**config.mk**
```make
export PLATFORM = sky130hd
export DESIGN_NAME = fdi_drive_ctrl
export DESIGN_NICKNAME = d
export VERILOG_FILES = /design/src/fdi_pkg.sv /design/src/fdi_drive_ctrl.sv /design/src/fdi_sync.sv
export SDC_FILE = /design/constraint.sdc
export NUM_CORES = 1
export LEC_CHECK = 0
export ABC_CLOCK_PERIOD_IN_PS = 19000
export BUFFER_PORTS_ARGS = -buffer_cell sky130_fd_sc_hd__buf_2
export CAP_MARGIN = 15
export CORE_UTILIZATION = 35
export CTS_CLUSTER_DIAMETER = 80
export DETAILED_ROUTE_END_ITERATION = 10
export PLACE_DENSITY = 0.5
export SYNTH_ARGS = -nofsm -noshare
export SYNTH_HDL_FRONTEND = slang
export SYNTH_SLANG_ARGS = --single-unit
```
**constraint.sdc**
```tcl
create_clock -name CORE_CLK -period 19 [get_ports CORE_CLK]
set_input_delay 2.85 -clock CORE_CLK [delete_from_list [all_inputs] [get_ports CORE_CLK]]
set_output_delay 2.85 -clock CORE_CLK [all_outputs]
set_load 0.005 [all_outputs]
```
**src/fdi_pkg.sv**
```systemverilog
// Shared types and constants for the flexible disk drive interface control block.
// Assumes a 100 MHz core clock; pin-side lines are active low as on the ribbon bus.
package fdi_pkg;

  localparam int unsigned CLK_PERIOD_NS = 10;
  localparam int unsigned SPINUP_MS = 250;
  localparam int unsigned STOP_MS = 150;
  localparam int unsigned LATCH_RUN_S = 5;
  localparam int unsigned INDEX_MS = 4;
  localparam int unsigned STEP_MIN_NS = 200;
  localparam int unsigned RD_PULSE_NS = 1000;

  // Longest times round down, least times round up
  localparam int unsigned SPINUP_CYC = SPINUP_MS * 1000000 / CLK_PERIOD_NS;
  localparam int unsigned STOP_CYC = STOP_MS * 1000000 / CLK_PERIOD_NS;
  localparam int unsigned LATCH_RUN_CYC = LATCH_RUN_S * 1000 * (1000000 / CLK_PERIOD_NS);
  localparam int unsigned INDEX_CYC = INDEX_MS * 1000000 / CLK_PERIOD_NS;
  localparam logic [4:0] STEP_MIN_CYC = 5'((STEP_MIN_NS + CLK_PERIOD_NS - 1) / CLK_PERIOD_NS);
  localparam logic [6:0] RD_CYC = 7'(RD_PULSE_NS / CLK_PERIOD_NS);

  localparam logic [6:0] LAST_TRACK = 7'h4f;
  localparam logic [1:0] STRAP_WAIT = 2'h3;
  localparam logic [1:0] BUF_DEPTH = 2'h2;

  typedef struct packed {
    logic sel0_n;
    logic sel1_n;
    logic sel2_n;
    logic sel3_main_n;
    logic sel3_alt_n;
    logic motor_on_n;
    logic dir_n;
    logic step_n;
    logic wdata_n;
    logic wgate_n;
    logic side_n;
  } fdi_host_s;

  typedef struct packed {
    logic latch_closed;
    logic wp_sense;
    logic disk_present;
    logic index_hole;
    logic sector_hole;
    logic hard_sector;
  } fdi_media_s;

  typedef struct packed {
    logic unit_zero_strap;
    logic unit_one_strap;
    logic unit_two_strap;
    logic unit_three_strap;
    logic always_selected_strap;
    logic unit_three_alt_pin_strap;
    logic unit_three_main_pin_strap;
    logic ready_mode_strap_a;
    logic ready_mode_strap_b;
  } fdi_strap_s;

  typedef struct packed {
    logic index_n;
    logic track0_n;
    logic protect_n;
    logic rdata_n;
    logic ready_n;
  } fdi_status_s;

  typedef struct packed {
    logic motor_run;
    logic at_speed;
    logic step_pulse;
    logic step_inward;
    logic flux_write;
    logic write_current;
    logic read_en;
    logic head_upper;
    logic [6:0] track;
  } fdi_drive_s;

  typedef enum logic [1:0] {
    MOT_STOPPED = 2'b00,
    MOT_SPINUP = 2'b01,
    MOT_RUNNING = 2'b10,
    MOT_SPINDOWN = 2'b11
  } fdi_motor_e;

  typedef enum logic [1:0] {
    RDY_DISK = 2'b00,
    RDY_LATCH = 2'b01,
    RDY_DISK_SPEED = 2'b10,
    RDY_LATCH_SPEED = 2'b11
  } fdi_ready_e;

  localparam fdi_host_s HOST_IDLE = 11'h7ff;
  localparam fdi_status_s STATUS_IDLE = 5'h1f;

  typedef struct packed {
    logic [1:0] strap_cnt;
    logic straps_taken;
    fdi_strap_s straps;
    logic step_prev;
    logic wdata_prev;
    logic latch_prev;
    logic hole_prev;
    logic sel_prev;
    logic [4:0] step_low_cnt;
    fdi_motor_e mot;
    logic [31:0] mot_cnt;
    logic [31:0] latch_cnt;
    logic [31:0] idx_cnt;
    logic idx_seen;
    logic disk_changed;
    logic [1:0] buf_side;
    logic [1:0] buf_cnt;
    logic flux_ready;
    logic [6:0] rd_cnt;
    fdi_status_s status;
    fdi_drive_s drive;
  } fdi_state_s;

endpackage

```
**src/fdi_drive_ctrl.sv**
```systemverilog
// Drive-side control of a 5.25-inch flexible disk drive behind its 34-line host bus.
// Assumes the host lines and sensors are asynchronous, and straps are static after power-up.
`timescale 1ns/1ps
// Notes on behaviour
// - Motor request low spins spindle up, at speed within 250 ms.
// - Motor request high stops the spindle within 150 ms.
// - Motor request acts whether or not the unit is selected.
// - Latch closure runs the motor about five seconds unless motor requested.
// - A selected low step pulse over 200 ns moves the head one track.
// - Direction sampled per step: low moves inward, high outward.
// - Head movement starts on the rising, trailing edge of step.
// - Step ignored when writing, outward at zero, deselected, past 79, latch open.
// - Selected and writing, each write data falling edge makes one flux reversal.
// - Write gate low enables write current, disables read; high turns writing off.
// - Protected diskette keeps writing off regardless of gate and side.
// - Side input high uses lower head, low uses upper head.
// - Index low about 4 ms per revolution; sectors merged for hard-sectored media.
// - Selected at track zero, track-zero output is low, released when moved.
// - Protected diskette drives protect output low; host should not write then.
// - Selected, each flux transition gives a 1 us low read pulse.
// - Four strap ready modes; some need select toggled to re-establish ready.
// - Straps are read only at power-up.
// - Straps bind to unit 0 to 3, unit 3 on two pins, or always selected.
// - Deselected unit ignores control inputs except motor request; releases all status outputs but a read pulse already begun.
// - One ready mode needs latch closure only, no select toggle.
module fdi_drive_ctrl
  import fdi_pkg::*;
#(
  parameter int unsigned SPINUP_CYCLES = fdi_pkg::SPINUP_CYC,
  parameter int unsigned STOP_CYCLES = fdi_pkg::STOP_CYC,
  parameter int unsigned LATCH_RUN_CYCLES = fdi_pkg::LATCH_RUN_CYC,
  parameter int unsigned INDEX_CYCLES = fdi_pkg::INDEX_CYC
) (
  input wire logic CORE_CLK,
  input wire logic RST_N,
  input wire fdi_pkg::fdi_host_s HOST_IN,
  input wire fdi_pkg::fdi_media_s MEDIA_IN,
  input wire fdi_pkg::fdi_strap_s STRAPS,
  input wire logic FLUX_IN_VALID,
  input wire logic FLUX_IN_SIDE,
  output logic FLUX_IN_READY,
  output fdi_pkg::fdi_status_s HOST_OUT,
  output fdi_pkg::fdi_drive_s DRIVE_OUT
);
  import fdi_pkg::*;

  logic rst_ok;
  fdi_host_s h;
  fdi_media_s m;
  fdi_strap_s sy_straps;
  fdi_state_s s_reg;
  fdi_state_s s_next;
  logic selected;
  logic write_ok;
  logic demand;
  logic hole;
  fdi_ready_e rdy_mode;

  fdi_sync #(.W(1), .RST_VAL(1'b0)) u_rst_sync (
    .clk(CORE_CLK),
    .rst_n(RST_N),
    .d(1'b1),
    .q(rst_ok)
  );

  fdi_sync #(.W(26), .RST_VAL({HOST_IDLE, 6'h00, 9'h000})) u_pin_sync (
    .clk(CORE_CLK),
    .rst_n(rst_ok),
    .d({HOST_IN, MEDIA_IN, STRAPS}),
    .q({h, m, sy_straps})
  );

  // Unit decode from captured straps only, so a strap moved while powered has no effect
  assign selected = s_reg.straps_taken & (s_reg.straps.always_selected_strap
    | (s_reg.straps.unit_zero_strap & !h.sel0_n)
    | (s_reg.straps.unit_one_strap & !h.sel1_n)
    | (s_reg.straps.unit_two_strap & !h.sel2_n)
    | (s_reg.straps.unit_three_strap & s_reg.straps.unit_three_main_pin_strap & !h.sel3_main_n)
    | (s_reg.straps.unit_three_strap & s_reg.straps.unit_three_alt_pin_strap & !h.sel3_alt_n));
  assign write_ok = selected & !h.wgate_n & !m.wp_sense;
  assign demand = !h.motor_on_n | (s_reg.latch_cnt != 32'h0);
  assign hole = m.index_hole | (m.hard_sector & m.sector_hole);
  assign rdy_mode = fdi_ready_e'({s_reg.straps.ready_mode_strap_a, s_reg.straps.ready_mode_strap_b});

  always_comb begin
    logic step_rise;
    logic pop;
    logic push;
    logic rdy;
    step_rise = 1'b0;
    pop = 1'b0;
    push = 1'b0;
    rdy = 1'b0;
    s_next = s_reg;
    s_next.drive.step_pulse = 1'b0;
    s_next.drive.flux_write = 1'b0;

    // Straps caught once, a few cycles after reset release so the synchroniser has settled
    if (!s_reg.straps_taken) begin
      if (s_reg.strap_cnt == STRAP_WAIT) begin
        s_next.straps_taken = 1'b1;
        s_next.straps = sy_straps;
      end else begin
        s_next.strap_cnt = s_reg.strap_cnt + 2'h1;
      end
    end

    // Step: measure the low width, act on the trailing edge
    step_rise = !s_reg.step_prev & h.step_n;
    s_next.step_prev = h.step_n;
    if (h.step_n) begin
      s_next.step_low_cnt = 5'h00;
    end else if (s_reg.step_low_cnt != 5'h1f) begin
      s_next.step_low_cnt = s_reg.step_low_cnt + 5'h01;
    end
    if (step_rise && s_reg.step_low_cnt >= STEP_MIN_CYC && selected && h.wgate_n && m.latch_closed) begin
      if (!h.dir_n && s_reg.drive.track != LAST_TRACK) begin
        s_next.drive.track = s_reg.drive.track + 7'h01;
        s_next.drive.step_pulse = 1'b1;
        s_next.drive.step_inward = 1'b1;
      end else if (h.dir_n && s_reg.drive.track != 7'h00) begin
        s_next.drive.track = s_reg.drive.track - 7'h01;
        s_next.drive.step_pulse = 1'b1;
        s_next.drive.step_inward = 1'b0;
      end
    end

    // Write path
    s_next.drive.write_current = write_ok;
    s_next.drive.read_en = !write_ok;
    s_next.wdata_prev = h.wdata_n;
    s_next.drive.flux_write = write_ok & s_reg.wdata_prev & !h.wdata_n;
    if (selected) begin
      s_next.drive.head_upper = !h.side_n;
    end

    // Latch-started spin; edges count only once straps are in, so a latch shut at power-up is no closure
    s_next.latch_prev = m.latch_closed;
    if (s_reg.straps_taken && !s_reg.latch_prev && m.latch_closed) begin
      s_next.latch_cnt = LATCH_RUN_CYCLES;
    end else if (s_reg.latch_cnt != 32'h0) begin
      s_next.latch_cnt = s_reg.latch_cnt - 32'h1;
    end

    // Spindle sequencing
    case (s_reg.mot)
      MOT_STOPPED: begin
        if (demand) begin
          s_next.mot = MOT_SPINUP;
          s_next.mot_cnt = SPINUP_CYCLES - 32'h1;
        end
      end
      MOT_SPINUP: begin
        if (!demand) begin
          s_next.mot = MOT_SPINDOWN;
          s_next.mot_cnt = STOP_CYCLES - 32'h1;
        end else if (s_reg.mot_cnt == 32'h0) begin
          s_next.mot = MOT_RUNNING;
        end else begin
          s_next.mot_cnt = s_reg.mot_cnt - 32'h1;
        end
      end
      MOT_RUNNING: begin
        if (!demand) begin
          s_next.mot = MOT_SPINDOWN;
          s_next.mot_cnt = STOP_CYCLES - 32'h1;
        end
      end
      MOT_SPINDOWN: begin
        if (demand) begin
          s_next.mot = MOT_SPINUP;
          s_next.mot_cnt = SPINUP_CYCLES - 32'h1;
        end else if (s_reg.mot_cnt == 32'h0) begin
          s_next.mot = MOT_STOPPED;
        end else begin
          s_next.mot_cnt = s_reg.mot_cnt - 32'h1;
        end
      end
      default: begin
        s_next.mot = MOT_STOPPED;
      end
    endcase
    s_next.drive.motor_run = (s_next.mot == MOT_SPINUP) | (s_next.mot == MOT_RUNNING);
    s_next.drive.at_speed = (s_next.mot == MOT_RUNNING);

    // Index stretcher; each hole edge gives one fixed-width low pulse
    s_next.hole_prev = hole;
    if (s_reg.straps_taken && !s_reg.hole_prev && hole) begin
      s_next.idx_cnt = INDEX_CYCLES;
      s_next.idx_seen = 1'b1;
    end else if (s_reg.idx_cnt != 32'h0) begin
      s_next.idx_cnt = s_reg.idx_cnt - 32'h1;
    end
    if (s_next.mot == MOT_STOPPED) begin
      s_next.idx_seen = 1'b0;
    end

    // Change flag: a latch opening wins over a reselect in the same cycle
    s_next.sel_prev = selected;
    s_next.disk_changed = (s_reg.latch_prev & !m.latch_closed)
      | (s_reg.disk_changed & !(selected & !s_reg.sel_prev));

    case (rdy_mode)
      RDY_DISK: rdy = m.latch_closed & m.disk_present & !s_reg.disk_changed;
      RDY_LATCH: rdy = m.latch_closed;
      RDY_DISK_SPEED: rdy = m.latch_closed & m.disk_present & !s_reg.disk_changed & s_reg.idx_seen
        & s_reg.drive.at_speed;
      RDY_LATCH_SPEED: rdy = m.latch_closed & s_reg.idx_seen & s_reg.drive.at_speed;
      default: rdy = 1'b0;
    endcase

    // Two-entry flux buffer; the pulse generator drains it and stalls while busy
    push = FLUX_IN_VALID & s_reg.flux_ready;
    pop = (s_reg.rd_cnt == 7'h00) & (s_reg.buf_cnt != 2'h0);
    if (s_reg.rd_cnt != 7'h00) begin
      s_next.rd_cnt = s_reg.rd_cnt - 7'h01;
    end
    if (pop && selected && s_reg.buf_side[0] == s_reg.drive.head_upper) begin
      s_next.rd_cnt = RD_CYC;
    end
    case ({push, pop})
      2'b10: begin
        s_next.buf_side[s_reg.buf_cnt[0]] = FLUX_IN_SIDE;
        s_next.buf_cnt = s_reg.buf_cnt + 2'h1;
      end
      2'b01: begin
        s_next.buf_side[0] = s_reg.buf_side[1];
        s_next.buf_cnt = s_reg.buf_cnt - 2'h1;
      end
      2'b11: begin
        if (s_reg.buf_cnt == 2'h1) begin
          s_next.buf_side[0] = FLUX_IN_SIDE;
        end else begin
          s_next.buf_side[0] = s_reg.buf_side[1];
          s_next.buf_side[1] = FLUX_IN_SIDE;
        end
      end
      default: begin
      end
    endcase
    s_next.flux_ready = (s_next.buf_cnt != BUF_DEPTH);

    // Status lines other than read data are released while deselected
    s_next.status.index_n = !(selected & (s_next.idx_cnt != 32'h0));
    s_next.status.track0_n = !(selected & (s_next.drive.track == 7'h00));
    s_next.status.protect_n = !(selected & m.wp_sense);
    s_next.status.rdata_n = !(s_next.rd_cnt != 7'h00);
    s_next.status.ready_n = !(selected & rdy);
  end

  always_ff @(posedge CORE_CLK or negedge rst_ok) begin
    if (!rst_ok) begin
      s_reg <= '{mot: MOT_STOPPED, status: STATUS_IDLE, disk_changed: 1'b1, step_prev: 1'b1, wdata_prev: 1'b1,
        drive: '{read_en: 1'b1, default: '0}, default: '0};
    end else begin
      s_reg <= s_next;
    end
  end

  assign HOST_OUT = s_reg.status;
  assign DRIVE_OUT = s_reg.drive;
  assign FLUX_IN_READY = s_reg.flux_ready;
endmodule

```
**src/fdi_sync.sv**
```systemverilog
// Two-flop synchroniser for a vector of levels, also used to release the reset.
// Assumes each bit is a slow level; multi-bit values are not kept coherent.
`timescale 1ns/1ps
module fdi_sync #(
  parameter int W = 1,
  parameter logic [W-1:0] RST_VAL = '0
) (
  input wire logic clk,
  input wire logic rst_n,
  input wire logic [W-1:0] d,
  output logic [W-1:0] q
);
  logic [W-1:0] meta_reg;

  always_ff @(posedge clk or negedge rst_n) begin
    if (!rst_n) begin
      meta_reg <= RST_VAL;
      q <= RST_VAL;
    end else begin
      meta_reg <= d;
      q <= meta_reg;
    end
  end
endmodule

```
# Yosys cells after proc, flatten, opt, wreduce, memory -nomap -nowiden
# Cells that the tools add are included.
# totals
regBits	208
out_inout_bits	21
wordCells	215
# classes
add_sub_neg	10
n_lt_le_gt_ge	3
eq_ne	20
mux	35
n_bitwise	40
reduce_logical	61
# ops
operator	n
$mux W32	5
$mux W34	4
$pmux W34 S4	1
$reduce_bool A32 Y1	3
$sub A32 B1 Y32 const B	3
$mux W7	5
$logic_not A32 Y1	1
$and A1 B1 Y1	29
$logic_not A1 Y1	24
$reduce_bool A7 Y1	3
$mux W10	2
$eq A2 B2 Y1 const B	8
$logic_not A7 Y1	2
$sub A7 B1 Y7 const B	2
$logic_and A1 B1 Y1	13
$reduce_bool A2 Y1	6
$eq A2 B1 Y1 const B	5
$mux W2	5
$mux W5	2
$reduce_and A2 Y1	5
$or A1 B1 Y1	9
$ne A2 B2 Y1 const B	4
$add A7 B1 Y7 const B	1
$ne A7 B7 Y1 const B	1
other kinds (18)	26

# Longest topological paths before layout
# logic_depth
ltp_word	15
mapped_depth	12
depth_no_buf	11

# By module
# From an unflattened synthesis, not the netlist that was laid out.
# hier_totals
hier_cells	991
area_unflattened_um2	9947.0
# modules_own_cells
module	n_inst	cells_per_inst	area_each_um2	seq_area_each_um2
fdi_drive_ctrl	1	937	8568.2	3865.0
fdi_sync (u_pin_sync)	1	52	1328.8	1328.8
fdi_sync (u_rst_sync)	1	2	50.0	50.0

# Least setup slack after synthesis
# OpenSTA, ideal clock, no wires.
# synth_path
path_type	input-to-reg
start	input port FLUX_IN_VALID
end	register s_reg[31] (netlist name)
arrival_ns	3.674
setup_slack_ns	15.201
stages	6
path_buffers	0
cell_sequence	nand2_1 > inv_1 > ha_1 > a21oi_1 > a21oi_1 > mux2_2
# synth_via
elab_chain_len	4
word_cells_on_any_way	7
# synth_lines
item	line_no	rtl
start: declaration	fdi_drive_ctrl.sv:39	input wire logic FLUX_IN_VALID,
$and A1 B1 Y1 *	fdi_drive_ctrl.sv:213	push = FLUX_IN_VALID & s_reg.flux_ready;
$eq A2 B2 Y1	fdi_drive_ctrl.sv:221	case ({push, pop})
$ne A2 B2 Y1 (no source line) / $reduce_bool A2 Y1 (equally long branches)	--	
$reduce_and A2 Y1 (no source line)	--	
end signal: assignment	fdi_drive_ctrl.sv:253	s_reg <= '{mot: MOT_STOPPED, status: STATUS_IDLE, disk_changed: 1'b1, step_prev: 1'b1, wdata_prev: 1'b1,
end signal: assignment	fdi_drive_ctrl.sv:256	s_reg <= s_next;
end: declaration	fdi_drive_ctrl.sv:51	fdi_state_s s_reg;
# Every way passes the cells marked *; elsewhere a longest branch is shown, timed or not.
# A chain may end at the register's enable or synchronous reset.

# Final worst setup path
# layout_path
start	register s_reg (netlist bit DRIVE_OUT[3])
end	output port DRIVE_OUT[3] (netlist name)
# layout_lines
item	line_no	rtl
end: declaration	fdi_drive_ctrl.sv:43	output fdi_pkg::fdi_drive_s DRIVE_OUT
# No word-level cell between the ends.

==> metrics.txt <==
Area Overhead vs Synth 13.23%; sequential element share of the synthesized area 0.5266; most frequent cells after synthesis 177 x dfrtp_1, 119 x nor2_1, 73 x nand2_1; via count 7151; Synth Area in Adders 0.02765; busiest layer in global routing met2; antenna violations before repair 1; Synth Area in Compound Gates 0.1151; TritonCTS Buffers 25; slowest CP cell dfrtp_1; met1 Use GR 0.2140; Worst Setup Start Kind flop; final wirelength approximately 21000 µm; full die area 0.02913 mm²; RSZ-0062 raised after global routing false; minimum clock period around 4000 ps; crit end category primary output; Max VDD drop between 0.05 and 0.06 mV; Worst Tran Pin Value about 1000 ps; Worst Skew around 14 ps; GRT Residual Overflow 0; Yosys warning total 0; first-pass GRT wire length 35790 µm; largest family of logic cells by synthesized area simple AND/OR/NAND/NOR gates; most frequent cell after synthesis dfrtp_1; CP peak stage delay roughly 500 ps; Setup TNS 0 ps; GPL Wtd Cong approximately 0.76; Area contributors post-synth dfrtp_1 44%, dfstp_2 8.2%, nor2_1 4.5%; Top FF cell, synth dfrtp_1; CTS tree yes; Bufs on Longest Clock Path 3; Synth top area share 0.4448; antenna cells 0; First-pass DRT Iterations 5; ys async rst share 1.000; Worst-path clk slew 60 ps; IO Pins 51; synthesized area 0.009957 mm²; GR Util met2 0.2350; Synth Area in XOR/XNOR 0.05542; root buf cell clkbuf_16; post-route cell area between 0.01 and 0.015 mm²; met3 Resource Use GR 0.02221; Mapped Nets just over 1000; placed standard-cell area approximately 0.010 mm²; post-CTS sizing 0; clock network latency to the later pin of the worst-skew pair ~520 ps; hold-fix buffer count after cts 0; Port Buffers 50; Hold Violations, Final 0; mux cell area share after synthesis 0.01759; total clock sinks around 210; starting density of the core 0.3574; syn avg cell area between 10 and 15 µm²; Util after Layout 0.4047; Worst Hold Class reg -> reg; Die Ht about 170 µm; crit-path cells buf_2; Gate Count Post-Synth 987; f_max ~250 MHz; Via density 5.068; PwrDens 106.6 mW/mm²; Starting DRT DRC Count ~400; Site Rows just over 60; Critical Path RT 16150 ps; max-slew violations 0; H-tree levels 1; Total Routing Usage GR 0.1509; Final Cycle Share 0.2115; CP Class reg -> out; largest net degree at the start of global routing between 100 and 150; vias in the first global route between 6000 and 7000; Critical Path AT 1170 ps; cell taking the most area after synthesis dfrtp_1; routed length per instance between 10 and 15 µm; Post-CTS Setup Bufs 0; delay-heaviest family, CP flip-flops; outcome complete, no violations; max FFs per register 131; Die Wd approximately 170 µm; Final ANT Viol Nets 0; max_cap viols 0; DP Wirelength about 14000 µm; count of cell types in the netlist 80; Nets ~1100; Post-synth EDFFs 0; drc violations 0; critical path buffer and inverter count 1; layout cells sized above 1 0.1626; Core Region roughly 0.028 mm²; simple-gate portion of the synthesized area 0.2127; endpoints failing setup 0; LEAKAGE about 4.7 nW; worst relative slew slack 0.3056; Yosys reg bits around 210; crit path max fanout 9
==> cells by family after synthesis <==
family,Yosys count
other,1
adders and majority gates,22
muxes,16
buffers and inverters,91
AOI/OAI and AO/OA,187
DFF,208
and+or+nand+nor,399
xor gates and xnor gates,63
==> power breakdown <==
part / switching (mW) / total, mW / internal [mW]
Sequential: 0.0568 / 0.553 / 0.496
Clock: 0.186 / 0.478 / 0.292
Combinational: 0.0955 / 0.171 / 0.0753
Total: 0.339 / 1.20 / 0.863
==> routing by layer <==
metal  vias to the layer above  wire length (µm)
li1                       3555                 -
met1                      3461             10260
met2                       100              9350
met3                        35               731
met4                         0               571
met5                         -                 0
==> layout make-up <==
| cell class | count | area, µm² |
|---|---|---|
| fill | 2712 | 16580 |
| timing repair buffer | 56 | 312.8 |
| clock buffer | 33 | 675.6 |
| tap | 378 | 473.0 |
| inverter | 35 | 131.4 |
| clock inverter | 13 | 153.9 |
| sequential | 208 | 5248 |
| multi-input combinational | 688 | 4280 |
==> worst paths after layout <==
kind,start,endpoint,slack (ps),cells after the start
worst max-delay path,DRIVE_OUT[3],DRIVE_OUT[3],14980,1
worst min-delay path,u_pin_sync.meta_reg[5],u_pin_sync.q[5],340,0
worst max register to register,s_reg[66],DRIVE_OUT[14],15250,10
worst min register to register,u_pin_sync.meta_reg[5],u_pin_sync.q[5],340,0
max in group asynchronous,RST_N,u_rst_sync.q,16780,1
min in group asynchronous,u_rst_sync.q,u_pin_sync.meta_reg[4],430,0
==> per-stage QoR <==
stage | hold slack (ps) | setup WS [ps] | instances | total power, mW
6_report | 336.9 | 14980 | 1411 | 1.202
5_1_grt | 344.7 | 14900 | 1411 | 1.274
3_3_place_gp | 334.9 | 15040 | 1364 | 0.7293
3_5_place_dp | 335.5 | 15040 | 1364 | 0.7316
4_1_cts | 341.9 | 14950 | 1410 | 1.221
2_1_floorplan | 331.2 | 12830 | 987 | 0.6852
==> placed cells by master (no fill, tap or decap), types with 25 or more instances in the layout <==
master,n
a21oi_1,63
nor3_1,36
dfstp_2,31
nor4_1,34
nor2_1,119
o21ai_0,34
xnor2_1,49
buf_2,50
nand2_1,73
inv_1,33
dfrtp_1,176
clkbuf_16,25
Power figures use the tool's default switching activity.
